<file path="src/include/ealc_pkg.sv">
// Package for the E1/T1 alarm supervision and loopback controller
`default_nettype none
package ealc_pkg;
  localparam int unsigned CLK_HZ          = 40_000_000;
  localparam int unsigned SLICE_S         = 1;
  localparam int unsigned SLICE_CYCLES    = CLK_HZ * SLICE_S;
  localparam int unsigned LOF_HOLD_S      = 10;
  localparam int unsigned BER_HOLD_S      = 11;
  localparam int unsigned BER_WINDOW      = 10;
  localparam int unsigned BER_DIVISOR     = 1000;
  localparam int unsigned DAY_SLICES      = 86400;
  localparam int unsigned LINE_BIT_HZ     = 5_000_000;
  localparam int unsigned LOS_TIMEOUT_CYC = 64;

  localparam logic [3:0] ADDR_CONFIG  = 4'h0;
  localparam logic [3:0] ADDR_ALARM   = 4'h1;
  localparam logic [3:0] ADDR_EVENT   = 4'h2;
  localparam logic [3:0] ADDR_MASK    = 4'h3;
  localparam logic [3:0] ADDR_STAT_SL = 4'h4;
  localparam logic [3:0] ADDR_STAT_AL = 4'h5;
  localparam logic [3:0] ADDR_BERCNT  = 4'h6;
  localparam logic [3:0] ADDR_PORT    = 4'h7;

  localparam int unsigned ALM_LOS = 0;
  localparam int unsigned ALM_LOF = 1;
  localparam int unsigned ALM_BER = 2;
  localparam int unsigned ALM_RAI = 3;
  localparam int unsigned ALM_AIS = 4;
  localparam int unsigned NUM_ALM = 5;

  localparam int unsigned CFG_E1   = 0;
  localparam int unsigned CFG_ESF  = 1;
  localparam int unsigned CFG_B8ZS = 2;
  localparam int unsigned CFG_INTC = 3;
  localparam logic [2:0]  LOOP_LSB = 3'h4;

  typedef enum logic [2:0] {
    EALC_LB_NONE    = 3'h0,
    EALC_LB_DIAG    = 3'h1,
    EALC_LB_LLINE   = 3'h2,
    EALC_LB_LPAY    = 3'h3,
    EALC_LB_RLINE   = 3'h4,
    EALC_LB_RPAY    = 3'h5
  } ealc_loop_t;

  typedef struct packed {
    logic       e1_mode;
    logic       esf;
    logic       alt_code;
    logic       internal_clk;
    ealc_loop_t loop;
  } ealc_cfg_t;

  localparam ealc_cfg_t CFG_RESET = '{1'b0, 1'b0, 1'b0, 1'b0, EALC_LB_NONE};

  typedef struct packed {
    logic data;
    logic alarm_ais;
    logic req_line_loop;
    logic req_pay_loop;
    logic remote_alarm;
  } ealc_tx_t;

  typedef enum logic [3:0] {
    EALC_ST_NORMAL = 4'b0001,
    EALC_ST_DRAIN  = 4'b0010,
    EALC_ST_LOOP   = 4'b0100,
    EALC_ST_RESV   = 4'b1000
  } ealc_state_t;
endpackage : ealc_pkg
`default_nettype wire

</file>
<file path="src/verilog/ealc_top.sv">
// E1/T1 alarm supervision and loopback controller
//
// Contract
// Lost receive clock raises LOS, signal light off, alarm light on.
// Lost frame alignment raises LOF and lights the alarm light.
// LOF stays reported ten seconds after its cause clears.
// BER alarm when errors reach one per thousand bits over ten seconds.
// BER alarm stays reported eleven seconds after its cause clears.
// BER alarm shown only in status, never on a light.
// Far-end remote alarm flags major alarm, lights alarm, shows in status.
// Far-end AIS flags major alarm, lights alarm, shows in status.
// Any local alarm sends a remote alarm signal toward the peer.
// Every alarm state change sets an event naming port and cause.
// Twenty-four hour statistics are readable beside the current alarm state.
// Diagnostic loop returns transmit data to processor, sends AIS on line.
// Local line loop sends received line straight back to the peer.
// Local payload loop passes received data, reframes, sends it back.
// T1 remote line loop sends line-loop request code to the peer.
// T1 remote payload loop request, allowed only with ESF framing.
// Reset defaults: T1, SF, AMI, line clocking.
// BER counted in one-second slices over a sliding ten-slice window.
// One loop mode at a time; none restores normal paths within a frame.
//
// The plain strobed port and the placing of the registers were left to the implementer.
`default_nettype none
module ealc_top
  import ealc_pkg::*;
#(
  parameter int unsigned SLICE_LEN = SLICE_CYCLES,
  parameter int unsigned DAY_LEN   = DAY_SLICES,
  parameter int unsigned FRAME_LEN = 193,
  parameter logic [1:0]  PORT_ID   = 2'h1
) (
  input  wire logic                     core_clk,
  input  wire logic                     reset,
  input  wire logic                     line_clk,
  input  wire logic                     rx_data,
  input  wire logic                     rx_frame_lock,
  input  wire logic                     rx_bit_error,
  input  wire logic                     rx_remote_alarm,
  input  wire logic                     rx_ais,
  input  wire logic                     cpu_tx_data,
  input  wire logic                     framer_tx_data,
  input  wire logic [3:0]               reg_addr,
  input  wire logic [31:0]              reg_wdata,
  input  wire logic                     reg_wr,
  input  wire logic                     reg_rd,
  output logic      [31:0]              reg_rdata,
  output logic                          irq,
  output logic                          signal_present_light,
  output logic                          alarm_light,
  output ealc_pkg::ealc_tx_t            tx,
  output logic                          cpu_rx_data
);
  import ealc_pkg::*;

  // Counter widths bound the day and frame counts
  if (SLICE_LEN < 2 || DAY_LEN < 2 || DAY_LEN > 32'h20000 || FRAME_LEN < 2 ||
      FRAME_LEN > 32'h10000) begin : g_bad_counts
    $error("ealc_top: counts out of range");
  end

  localparam int unsigned LOS_CYC  = LOS_TIMEOUT_CYC;

  //////////////////////////////////////////////////////////////////////////////
  // Input synchronisers
  logic [5:0] sync_a;
  logic [5:0] sync_b;
  logic       clk_prev;
  always_ff @(posedge core_clk or posedge reset) begin
    if (reset) begin
      sync_a   <= 6'h00;
      sync_b   <= 6'h00;
      clk_prev <= 1'b0;
    end else begin
      sync_a   <= {line_clk, rx_data, rx_frame_lock, rx_bit_error, rx_remote_alarm, rx_ais};
      sync_b   <= sync_a;
      clk_prev <= sync_b[5];
    end
  end
  wire logic s_data  = sync_b[4];
  wire logic s_lock  = sync_b[3];
  wire logic s_err   = sync_b[2];
  wire logic s_rai   = sync_b[1];
  wire logic s_ais   = sync_b[0];
  wire logic bit_tick = sync_b[5] & ~clk_prev;

  //////////////////////////////////////////////////////////////////////////////
  // Configuration
  ealc_cfg_t cfg;
  ealc_loop_t next_loop;
  always_comb begin
    next_loop = ealc_loop_t'(reg_wdata[LOOP_LSB +: 3]);
    if ((next_loop == EALC_LB_RLINE || next_loop == EALC_LB_RPAY) && reg_wdata[CFG_E1]) begin
      next_loop = EALC_LB_NONE;
    end
    if (next_loop == EALC_LB_RPAY && !reg_wdata[CFG_ESF]) begin
      next_loop = EALC_LB_NONE;
    end
    if (next_loop > EALC_LB_RPAY) begin
      next_loop = EALC_LB_NONE;
    end
  end

  always_ff @(posedge core_clk or posedge reset) begin
    if (reset) begin
      cfg <= CFG_RESET;
    end else if (reg_wr && reg_addr == ADDR_CONFIG) begin
      cfg.e1_mode      <= reg_wdata[CFG_E1];
      cfg.esf          <= reg_wdata[CFG_ESF];
      cfg.alt_code     <= reg_wdata[CFG_B8ZS];
      cfg.internal_clk <= reg_wdata[CFG_INTC];
      cfg.loop         <= next_loop;
    end
  end

  //////////////////////////////////////////////////////////////////////////////
  // Loss of signal: no rising line clock edge within a timeout
  logic [7:0] los_cnt;
  logic       los;
  always_ff @(posedge core_clk or posedge reset) begin
    if (reset) begin
      los_cnt <= 8'h00;
      los     <= 1'b1;
    end else if (bit_tick) begin
      los_cnt <= 8'h00;
      los     <= 1'b0;
    end else if (los_cnt == 8'(LOS_CYC - 1)) begin
      los     <= 1'b1;
    end else begin
      los_cnt <= los_cnt + 8'h01;
    end
  end

  //////////////////////////////////////////////////////////////////////////////
  // One-second slices and holdoff timers
  logic [31:0] slice_cnt;
  logic        slice_tick;
  always_ff @(posedge core_clk or posedge reset) begin
    if (reset) begin
      slice_cnt  <= 32'h0;
      slice_tick <= 1'b0;
    end else begin
      slice_tick <= (slice_cnt == 32'(SLICE_LEN - 1));
      slice_cnt  <= (slice_cnt == 32'(SLICE_LEN - 1)) ? 32'h0 : slice_cnt + 32'h1;
    end
  end

  logic       lof;
  logic [3:0] lof_hold;
  always_ff @(posedge core_clk or posedge reset) begin
    if (reset) begin
      lof      <= 1'b0;
      lof_hold <= 4'h0;
    end else if (!s_lock && !los) begin
      lof      <= 1'b1;
      lof_hold <= 4'(LOF_HOLD_S);
    end else if (slice_tick && lof) begin
      if (lof_hold == 4'h0) begin
        lof <= 1'b0;
      end else begin
        lof_hold <= lof_hold - 4'h1;
      end
    end
  end

  //////////////////////////////////////////////////////////////////////////////
  // Bit error rate over a sliding window of slices
  logic [31:0] slice_err;
  logic [31:0] slice_bits;
  logic [31:0] win_err [BER_WINDOW];
  logic [31:0] win_bits [BER_WINDOW];
  logic [31:0] sum_err;
  logic [31:0] sum_bits;
  logic        ber_cause;
  always_comb begin
    sum_err  = 32'h0;
    sum_bits = 32'h0;
    for (int i = 0; i < BER_WINDOW; i++) begin
      sum_err  = sum_err + win_err[i];
      sum_bits = sum_bits + win_bits[i];
    end
    ber_cause = (sum_bits != 32'h0) &&
                (64'(sum_err) * 64'(BER_DIVISOR) >= 64'(sum_bits));
  end

  always_ff @(posedge core_clk or posedge reset) begin
    if (reset) begin
      slice_err  <= 32'h0;
      slice_bits <= 32'h0;
      for (int i = 0; i < BER_WINDOW; i++) begin
        win_err[i]  <= 32'h0;
        win_bits[i] <= 32'h0;
      end
    end else if (slice_tick) begin
      win_err[0]  <= slice_err;
      win_bits[0] <= slice_bits;
      for (int i = 1; i < BER_WINDOW; i++) begin
        win_err[i]  <= win_err[i-1];
        win_bits[i] <= win_bits[i-1];
      end
      slice_err  <= 32'h0;
      slice_bits <= 32'h0;
    end else if (bit_tick) begin
      slice_bits <= slice_bits + 32'h1;
      slice_err  <= slice_err + {31'h0, s_err};
    end
  end

  logic       ber;
  logic [3:0] ber_hold;
  always_ff @(posedge core_clk or posedge reset) begin
    if (reset) begin
      ber      <= 1'b0;
      ber_hold <= 4'h0;
    end else if (slice_tick) begin
      if (ber_cause) begin
        ber      <= 1'b1;
        ber_hold <= 4'(BER_HOLD_S);
      end else if (ber) begin
        if (ber_hold == 4'h0) begin
          ber <= 1'b0;
        end else begin
          ber_hold <= ber_hold - 4'h1;
        end
      end
    end
  end

  //////////////////////////////////////////////////////////////////////////////
  // Alarm vector, lights and events
  logic [NUM_ALM-1:0] alarms;
  logic [NUM_ALM-1:0] alarms_prev;
  logic [NUM_ALM-1:0] event_st;
  logic [NUM_ALM-1:0] mask;
  logic [2:0]         last_cause;
  wire logic [NUM_ALM-1:0] changes = alarms ^ alarms_prev;
  assign alarms = {s_ais, s_rai, ber, lof, los};
  wire logic rd_event = reg_rd && reg_addr == ADDR_EVENT;

  always_ff @(posedge core_clk or posedge reset) begin
    if (reset) begin
      alarms_prev <= '0;
      event_st    <= '0;
      last_cause  <= 3'h0;
    end else begin
      alarms_prev <= alarms;
      event_st    <= (rd_event ? '0 : event_st) | changes;
      for (int i = 0; i < NUM_ALM; i++) begin
        if (changes[i]) begin
          last_cause <= 3'(i);
        end
      end
    end
  end

  always_ff @(posedge core_clk or posedge reset) begin
    if (reset) begin
      mask <= '0;
    end else if (reg_wr && reg_addr == ADDR_MASK) begin
      mask <= reg_wdata[NUM_ALM-1:0];
    end
  end

  always_ff @(posedge core_clk or posedge reset) begin
    if (reset) begin
      signal_present_light <= 1'b0;
      alarm_light          <= 1'b0;
      irq                  <= 1'b0;
    end else begin
      signal_present_light <= ~los;
      alarm_light <= los | lof | s_rai | s_ais;
      irq <= |(event_st & mask);
    end
  end

  //////////////////////////////////////////////////////////////////////////////
  // Day statistics: alarmed slices over each completed 24-hour period
  logic [16:0] day_cnt;
  logic [16:0] sec_total;
  logic [16:0] sec_alarm;
  logic [16:0] stat_total;
  logic [16:0] stat_alarm;
  always_ff @(posedge core_clk or posedge reset) begin
    if (reset) begin
      day_cnt    <= 17'h0;
      sec_total  <= 17'h0;
      sec_alarm  <= 17'h0;
      stat_total <= 17'h0;
      stat_alarm <= 17'h0;
    end else if (slice_tick) begin
      if (day_cnt == 17'(DAY_LEN - 1)) begin
        day_cnt    <= 17'h0;
        stat_total <= sec_total + 17'h1;
        stat_alarm <= sec_alarm + {16'h0, |alarms};
        sec_total  <= 17'h0;
        sec_alarm  <= 17'h0;
      end else begin
        day_cnt   <= day_cnt + 17'h1;
        sec_total <= sec_total + 17'h1;
        sec_alarm <= sec_alarm + {16'h0, |alarms};
      end
    end
  end

  //////////////////////////////////////////////////////////////////////////////
  // Loopback path and transmit side
  ealc_state_t lb_state;
  logic [15:0] frame_cnt;
  ealc_loop_t  active_loop;
  always_ff @(posedge core_clk or posedge reset) begin
    if (reset) begin
      lb_state    <= EALC_ST_NORMAL;
      frame_cnt   <= 16'h0;
      active_loop <= EALC_LB_NONE;
    end else begin
      case (lb_state)
        EALC_ST_NORMAL: begin
          if (cfg.loop != EALC_LB_NONE) begin
            active_loop <= cfg.loop;
            lb_state    <= EALC_ST_LOOP;
          end
        end
        EALC_ST_LOOP: begin
          if (cfg.loop != active_loop) begin
            active_loop <= EALC_LB_NONE;
            frame_cnt   <= 16'h0;
            lb_state    <= EALC_ST_DRAIN;
          end
        end
        EALC_ST_DRAIN: begin
          if (bit_tick) begin
            frame_cnt <= frame_cnt + 16'h1;
          end
          if (frame_cnt == 16'(FRAME_LEN - 1) || los) begin
            lb_state <= EALC_ST_NORMAL;
          end
        end
        default: begin
          lb_state <= EALC_ST_NORMAL;
        end
      endcase
    end
  end

  wire logic local_alarm = los | lof | ber;
  always_ff @(posedge core_clk or posedge reset) begin
    if (reset) begin
      tx          <= '0;
      cpu_rx_data <= 1'b0;
    end else begin
      tx.remote_alarm  <= local_alarm;
      tx.alarm_ais     <= (active_loop == EALC_LB_DIAG);
      tx.req_line_loop <= (active_loop == EALC_LB_RLINE) && !cfg.e1_mode;
      tx.req_pay_loop  <= (active_loop == EALC_LB_RPAY) && !cfg.e1_mode && cfg.esf;
      case (active_loop)
        EALC_LB_DIAG: begin
          tx.data     <= 1'b1;
          cpu_rx_data <= cpu_tx_data;
        end
        EALC_LB_LLINE: begin
          tx.data     <= s_data;
          cpu_rx_data <= s_data;
        end
        EALC_LB_LPAY: begin
          tx.data     <= framer_tx_data;
          cpu_rx_data <= s_data;
        end
        default: begin
          tx.data     <= cpu_tx_data;
          cpu_rx_data <= s_data;
        end
      endcase
    end
  end

  //////////////////////////////////////////////////////////////////////////////
  // Register read port
  always_ff @(posedge core_clk or posedge reset) begin
    if (reset) begin
      reg_rdata <= 32'h0;
    end else if (reg_rd) begin
      case (reg_addr)
        ADDR_CONFIG:  reg_rdata <= {25'h0, cfg.loop, cfg.internal_clk, cfg.alt_code,
                                    cfg.esf, cfg.e1_mode};
        ADDR_ALARM:   reg_rdata <= {27'h0, alarms};
        ADDR_EVENT:   reg_rdata <= {24'h0, last_cause, event_st};
        ADDR_MASK:    reg_rdata <= {27'h0, mask};
        ADDR_STAT_SL: reg_rdata <= {15'h0, stat_total};
        ADDR_STAT_AL: reg_rdata <= {15'h0, stat_alarm};
        ADDR_BERCNT:  reg_rdata <= sum_err;
        ADDR_PORT:    reg_rdata <= {30'h0, PORT_ID};
        default:      reg_rdata <= 32'h0;
      endcase
    end else begin
      reg_rdata <= 32'h0;
    end
  end
endmodule : ealc_top
`default_nettype wire

</file>
<file path="config.mk">
export PLATFORM = sky130hd
export DESIGN_NAME = ealc_top
export DESIGN_NICKNAME = d
export VERILOG_FILES = /design/src/include/ealc_pkg.sv /design/src/verilog/ealc_top.sv
export SDC_FILE = /design/constraint.sdc
export NUM_CORES = 2
export LEC_CHECK = 0
export CORE_MARGIN = 2
export CORE_UTILIZATION = 31
export DETAILED_ROUTE_END_ITERATION = 16
export DONT_BUFFER_PORTS = 1
export MAX_ROUTING_LAYER = met4
export SYNTH_ARGS = -nofsm -noshare
export SYNTH_HDL_FRONTEND = slang
export SYNTH_SLANG_ARGS = --single-unit
</file>
<file path="constraint.sdc">
create_clock -name core_clk -period 33.4 [get_ports core_clk]
set_input_delay 1.67 -clock core_clk [delete_from_list [all_inputs] [get_ports core_clk]]
set_output_delay 1.67 -clock core_clk [all_outputs]
set_load 0.05 [all_outputs]
</file>
# [After elaboration in Yosys (flattened, before gate mapping)]
# Index checks and enable logic that the tools add are counted.
# Widths: inputs -> output; s select.
[totals] regBits=943 in_bits=48 out_inout_bits=41 word_cells=217
[op_classes] n_addsub=28 mul=1 magnitude_cmp=2 n_eq_ne=30 n_mux=47 n_bitwise=10 reduce_logical=39
[ops] operator="$add 32x32->32" count=18
[ops] operator="$pmux 32 s8" count=1
[ops] operator="$mux 32" count=6
[ops] operator="$add 32x1->32 const B" count=2
[ops] operator="$mux 17" count=3
[ops] operator="$ge 42x32->1" count=1
[ops] operator="$mul 32x7->39 const B" count=1
[ops] operator="$mux 4" count=9
[ops] operator="$add 17x1->17 const B" count=2
[ops] operator="$add 32x1->32" count=1
[ops] operator="$eq 32x26->1 const B" count=1
[ops] operator="$mux 16" count=2
[ops] operator="$pmux 16 s2" count=1
[ops] operator="$reduce_bool 32->1" count=1
[ops] operator="$mux 3" count=10
[ops] operator="$eq 4x3->1 const B" count=5
[ops] operator="$add 17x1->17" count=1
[ops] operator="$eq 17x17->1 const B" count=1
[ops] operator="$add 16x1->16 const B" count=1
[ops] operator="$eq 16x8->1 const B" count=1
[ops] operator="$mux 8" count=2
[ops] operator="$eq 3x3->1 const B" count=5
[ops] operator="$ne 2x2->1 const B" count=7
[ops] operator="$reduce_bool 2->1" count=7
[ops] operator="other kinds (29)" count=68

# [Depth between registers and ports, before layout]
[logic_depth] depth_word=14 depth_mapped=45 mapped_depth_nobuf=45

# [Worst setup path after synthesis]
# No wires, ideal clock.
[synth_path] kind="register to register" startpoint="reg win_err[2] (netlist name)" endpoint="reg ber" setup_time_ns=0.154 arrival_ns=10.674 required_time_ns=33.246 path_slack_ns=22.572 stages_incl_launch_ff=43 path_buffers=0 period_less_slack_ns=10.828 cell_sequence="dfrtp_1 -> inv_1 -> fa_1 -> inv_1 -> fa_1 -> fa_1 -> inv_1 -> fa_1 -> fa_1 -> inv_1 -> fa_1 -> a21o_1 -> a21oi_1 -> o21a_1 -> o31ai_1 -> a21o_1 -> a21o_1 -> xor2_1 -> (+7 left out) -> a21o_1 -> a211o_1 -> o32ai_1 -> o211ai_1 -> a21o_1 -> a21oi_1 -> xnor2_1 -> ha_1 -> nand4_1 -> or2_2 -> nor4_1 -> a221oi_1 -> o221ai_1 -> nand4bb_1 -> nor3_1 -> nand4b_1 -> o311ai_0 -> o21ai_0"
[synth_between] elab_chain_len=5
[synth_rtl] element="from (decl)" line_no="ealc_top.sv:171" source="logic [31:0] win_err [BER_WINDOW];"
[synth_rtl] element="from (signal, indexed assignment)" line_no="ealc_top.sv:199" source="win_err[i] <= win_err[i-1];"
[synth_rtl] element="$add 32x32->32" line_no="ealc_top.sv:180" source="sum_err = sum_err + win_err[i];"
[synth_rtl] element="$mul 32x7->39" line_no="ealc_top.sv:184" source="(64'(sum_err) * 64'(BER_DIVISOR) >= 64'(sum_bits));"
[synth_rtl] element="$ge 42x32->1" line_no="ealc_top.sv:184"
[synth_rtl] element="$logic_and 1x1->1" line_no="ealc_top.sv:183" source="ber_cause = (sum_bits != 32'h0) &&"
[synth_rtl] element="$mux 1" line_no="ealc_top.sv:217" source="if (ber_cause) begin"
[synth_rtl] element="to (signal assigned)" line_no="ealc_top.sv:214" source="ber <= 1'b0;"
[synth_rtl] element="to (signal assigned)" line_no="ealc_top.sv:218" source="ber <= 1'b1;"
[synth_rtl] element="to (signal assigned)" line_no="ealc_top.sv:222" source="ber <= 1'b0;"
[synth_rtl] element="to (decl)" line_no="ealc_top.sv:210" source="logic ber;"
# Every way passes these cells.
# A chain may end at the register's enable or synchronous reset.

# [Final worst setup path]
[layout_path] startpoint="reg win_err[3] (netlist name)" endpoint="reg ber_hold[0]"
[layout_between] elab_chain_len=6 word_cells_on_any_way=8 classes_between="add/sub: 1; mul: 1; order compare: 1; eq/ne: 1; mux: 1; reduce/logical: 3"
[layout_rtl] element="$add 32x32->32 (*)" line_no="ealc_top.sv:180"
[layout_rtl] element="$mul 32x7->39 (*)" line_no="ealc_top.sv:184"
[layout_rtl] element="$ge 42x32->1 (*)" line_no="ealc_top.sv:184"
[layout_rtl] element="$logic_and 1x1->1 (*)" line_no="ealc_top.sv:183"
[layout_rtl] element="$ne 2x2->1 (no source line) / $reduce_bool 2->1 (equally long branches)"
[layout_rtl] element="$reduce_and 3->1 (no source line)"
[layout_rtl] element="to (signal assigned)" line_no="ealc_top.sv:219" source="ber_hold <= 4'(BER_HOLD_S);"
[layout_rtl] element="to (signal assigned)" line_no="ealc_top.sv:224" source="ber_hold <= ber_hold - 4'h1;"
[layout_rtl] element="to (decl)" line_no="ealc_top.sv:211" source="logic [3:0] ber_hold;"
# Mark *: on every way between the ends. The rest lies on a longest branch, timed or not.

==> metrics.txt <==
status=finished, final reports clean; DR vias/cell=4.63; initial antenna violation count=2; largest net degree at the start of global routing=188; Vias=roughly 35k; Syn Nets=approximately 5.7k; routed wl met3=approximately 4200 um; DRT iter0 DRCs=~1.9k; Synth Flop Type=dfrtp_1; Slew @ Worst Pin=roughly 1.2 ns; Worst Clk Skew=roughly 0.037 ns; Ys Warns=0; ys async rst share=1.00; CP top delay family=adder cells; fin crit share=0.381; average cell area after synthesis=~12 um^2; H-tree levels=3; area of the multi-input gates=31,800 um^2; CP max-delay cell=o31ai_1; Bufs on Longest Clock Path=3; cts repair resizes=0; dpl hpwl=79,500 um; share of cells above drive strength 1=0.170; area of the mapped netlist=around 58,000 um^2; Placer Congestion=0.810; commonest non-fill, non-tap cell in the layout=dfrtp_1; crit path DAT=13.30 ns; most used cell, CP=fa_1; setup tns final=0 ns; worst-case hold slack=approximately 0.35 ns; overflow left after global routing=0; R2R setup slack=just over 20 ns; post-synthesis sequential area ratio=0.405; fin crit period=between 10 and 15 ns; hold_buf cts=0; Non-Filler Cell Area, Final=64,700 um^2; CTS tree=done; Worst Path Max Fanout=6; M1 WL=approximately 50,000 um; Storage cell area=about 24,000 um^2; Crit path buffers/inverters=6; NumNets Final=~5.7k; first-pass GRT wire length=roughly 190,000 um; Synth cell types=81; Mapped Cells=4,881; Syn-to-layout area delta=11.3%; CORE AREA=approximately 190,000 um^2; ANT nets after route=0; CTS Sinks=942; Synth top area share=0.405; initial core utilization=0.313; placed cell areas=61,100 um^2; clock-pin slew on the worst setup and hold paths=0.06 ns; Power Density=37.8 nW/um^2; f_max=between 70 and 80 MHz; DR WL/cell=14.6 um; Final Hold Viols=0; CTS root buffer=clkbuf_16; Seq cells post-synth=around 940; Crit Path Class=register to register; relative slew slack=0.210; total CTS buffers=roughly 110; Worst path max stage delay=a little over 0.8 ns; residual DRC count=0; final setup fails=0; top cell type by total area after synthesis=dfrtp_1; metal2 WL=around 51,000 um; Slew Viols, Final=0; post-CTS setup buffer count=0; Die X=~440 um; Skew-Pair Late Insertion Delay=roughly 0.73 ns; Port Buffers=0; final core occ=0.348; Max Cap Viol=0; number of top-level pins=89; Top Layer Used=met4; vias in the first global route=roughly 37k; CP Data Required Time=approximately 34 ns; leakage=roughly 31 nW; Post-Route WL=around 110,000 um; most frequent cells in the layout=dfrtp_1 (939), mux2_2 (597), fa_1 (596), inv_1 (594), nand2_1 (324); Pre-Repair DR Iteration Count=6; filler cell count=approximately 18k; Total Routing Usage GR=0.122; Worst setup SP type=register; crit end category=register; Peak VDD IR=slightly above 40 uV; Hold Path Class=register to register; die area=roughly 190,000 um^2; FP Rows=158; Post-synth EDFFs=0; die height=437 um; synth top area cells=dfrtp_1 (40%), fa_1 (21%), mux2_2 (12%); RSZ-0062 raised after global routing=false
-- final timing paths --
check | from | to | cells past startpoint
setup / recovery | win_err[3] | ber_hold[0] | 41
hold / removal | sync_a[0] | sync_b[0] | 0
setup reg to reg | win_err[3] | ber_hold[0] | 41
hold reg to reg | sync_a[0] | sync_b[0] | 0
max in group asynchronous | reset | win_bits[17] | 5
min in group asynchronous | reset | win_err[147] | 1
-- final cells by class --
cell class | count | area share
timing repair buffer | 38 | 0.00499
clock buffer | 158 | 0.0488
antenna | 1 | 0.0000387
inverter | 595 | 0.0346
tap | 2480 | 0.0479
multi-input combinational | 3201 | 0.492
clock inverter | 36 | 0.00746
sequential | 942 | 0.364
-- worst register-to-register path, delay by kind of cell (launching register included) --
| family | cells | cell delay [ns] |
|---|---|---|
| flops | 1 | 0.33 |
| buf+inv | 6 | 0.33 |
| simple gates | 6 | 0.80 |
| compound gates | 15 | 4.69 |
| xor+xnor | 2 | 0.84 |
| fa+ha+maj | 12 | 5.55 |
-- cells by family (layout without fill, tap and decap cells) --
kind of cell | after synthesis | after routing | share of synthesized area
AO/OA/AOI/OAI | 605 | 605 | 0.0666
XOR/XNOR | 259 | 259 | 0.0390
adder cells (fa/ha/maj) | 792 | 792 | 0.247
buffers and inverters | 738 | 827 | 0.0477
flip-flops | 942 | 942 | 0.405
multiplexers | 607 | 607 | 0.117
other | 0 | 1 | 0
AND/OR/NAND/NOR | 938 | 938 | 0.0765
-- layer usage --
| layer | vias to the layer above | global-route usage |
|---|---|---|
| met5 | - | - |
| met3 | 143 | 0.0200 |
| met1 | 17700 | 0.167 |
| met2 | 400 | 0.190 |
| met4 | 0 | 0.0305 |
| li1 | 16300 | - |
-- registers in the layout (all words and copies together) (netlist names), 6 cells and up --
signal,cells
win_bits,320
win_err,320
reg_rdata,32
slice_bits,32
slice_cnt,32
slice_err,32
day_cnt,17
sec_alarm,17
sec_total,17
stat_alarm,17
stat_total,17
frame_cnt,16
los_cnt,8
cfg,7
sync_a,6
sync_b,6
-- synthesized netlist by cell type, types with 123 or more instances --
master,n
nor2_1,231
inv_1,595
xor2_1,123
o21ai_0,200
dfrtp_1,940
xnor2_1,136
ha_1,196
clkbuf_1,136
mux2_2,597
nand2_1,324
fa_1,596
a21oi_1,130
-- stage by stage --
stage | setup slack (ns) | instances | total power (W)
5_1_grt | 19.94 | 7451 | 0.00255
6_report | 20.66 | 7451 | 0.00245
2_1_floorplan | 5.24 | 4881 | 0.00125
4_1_cts | 20.60 | 7450 | 0.00250
3_3_place_gp | 20.80 | 7256 | 0.00127
3_5_place_dp | 20.69 | 7256 | 0.00127
-- power breakdown --
part           internal, W  switching [W]
combinational    0.0000208      0.0000431
clock             0.000709       0.000489
sequential         0.00116      0.0000274
Power figures use the tool's default switching activity.
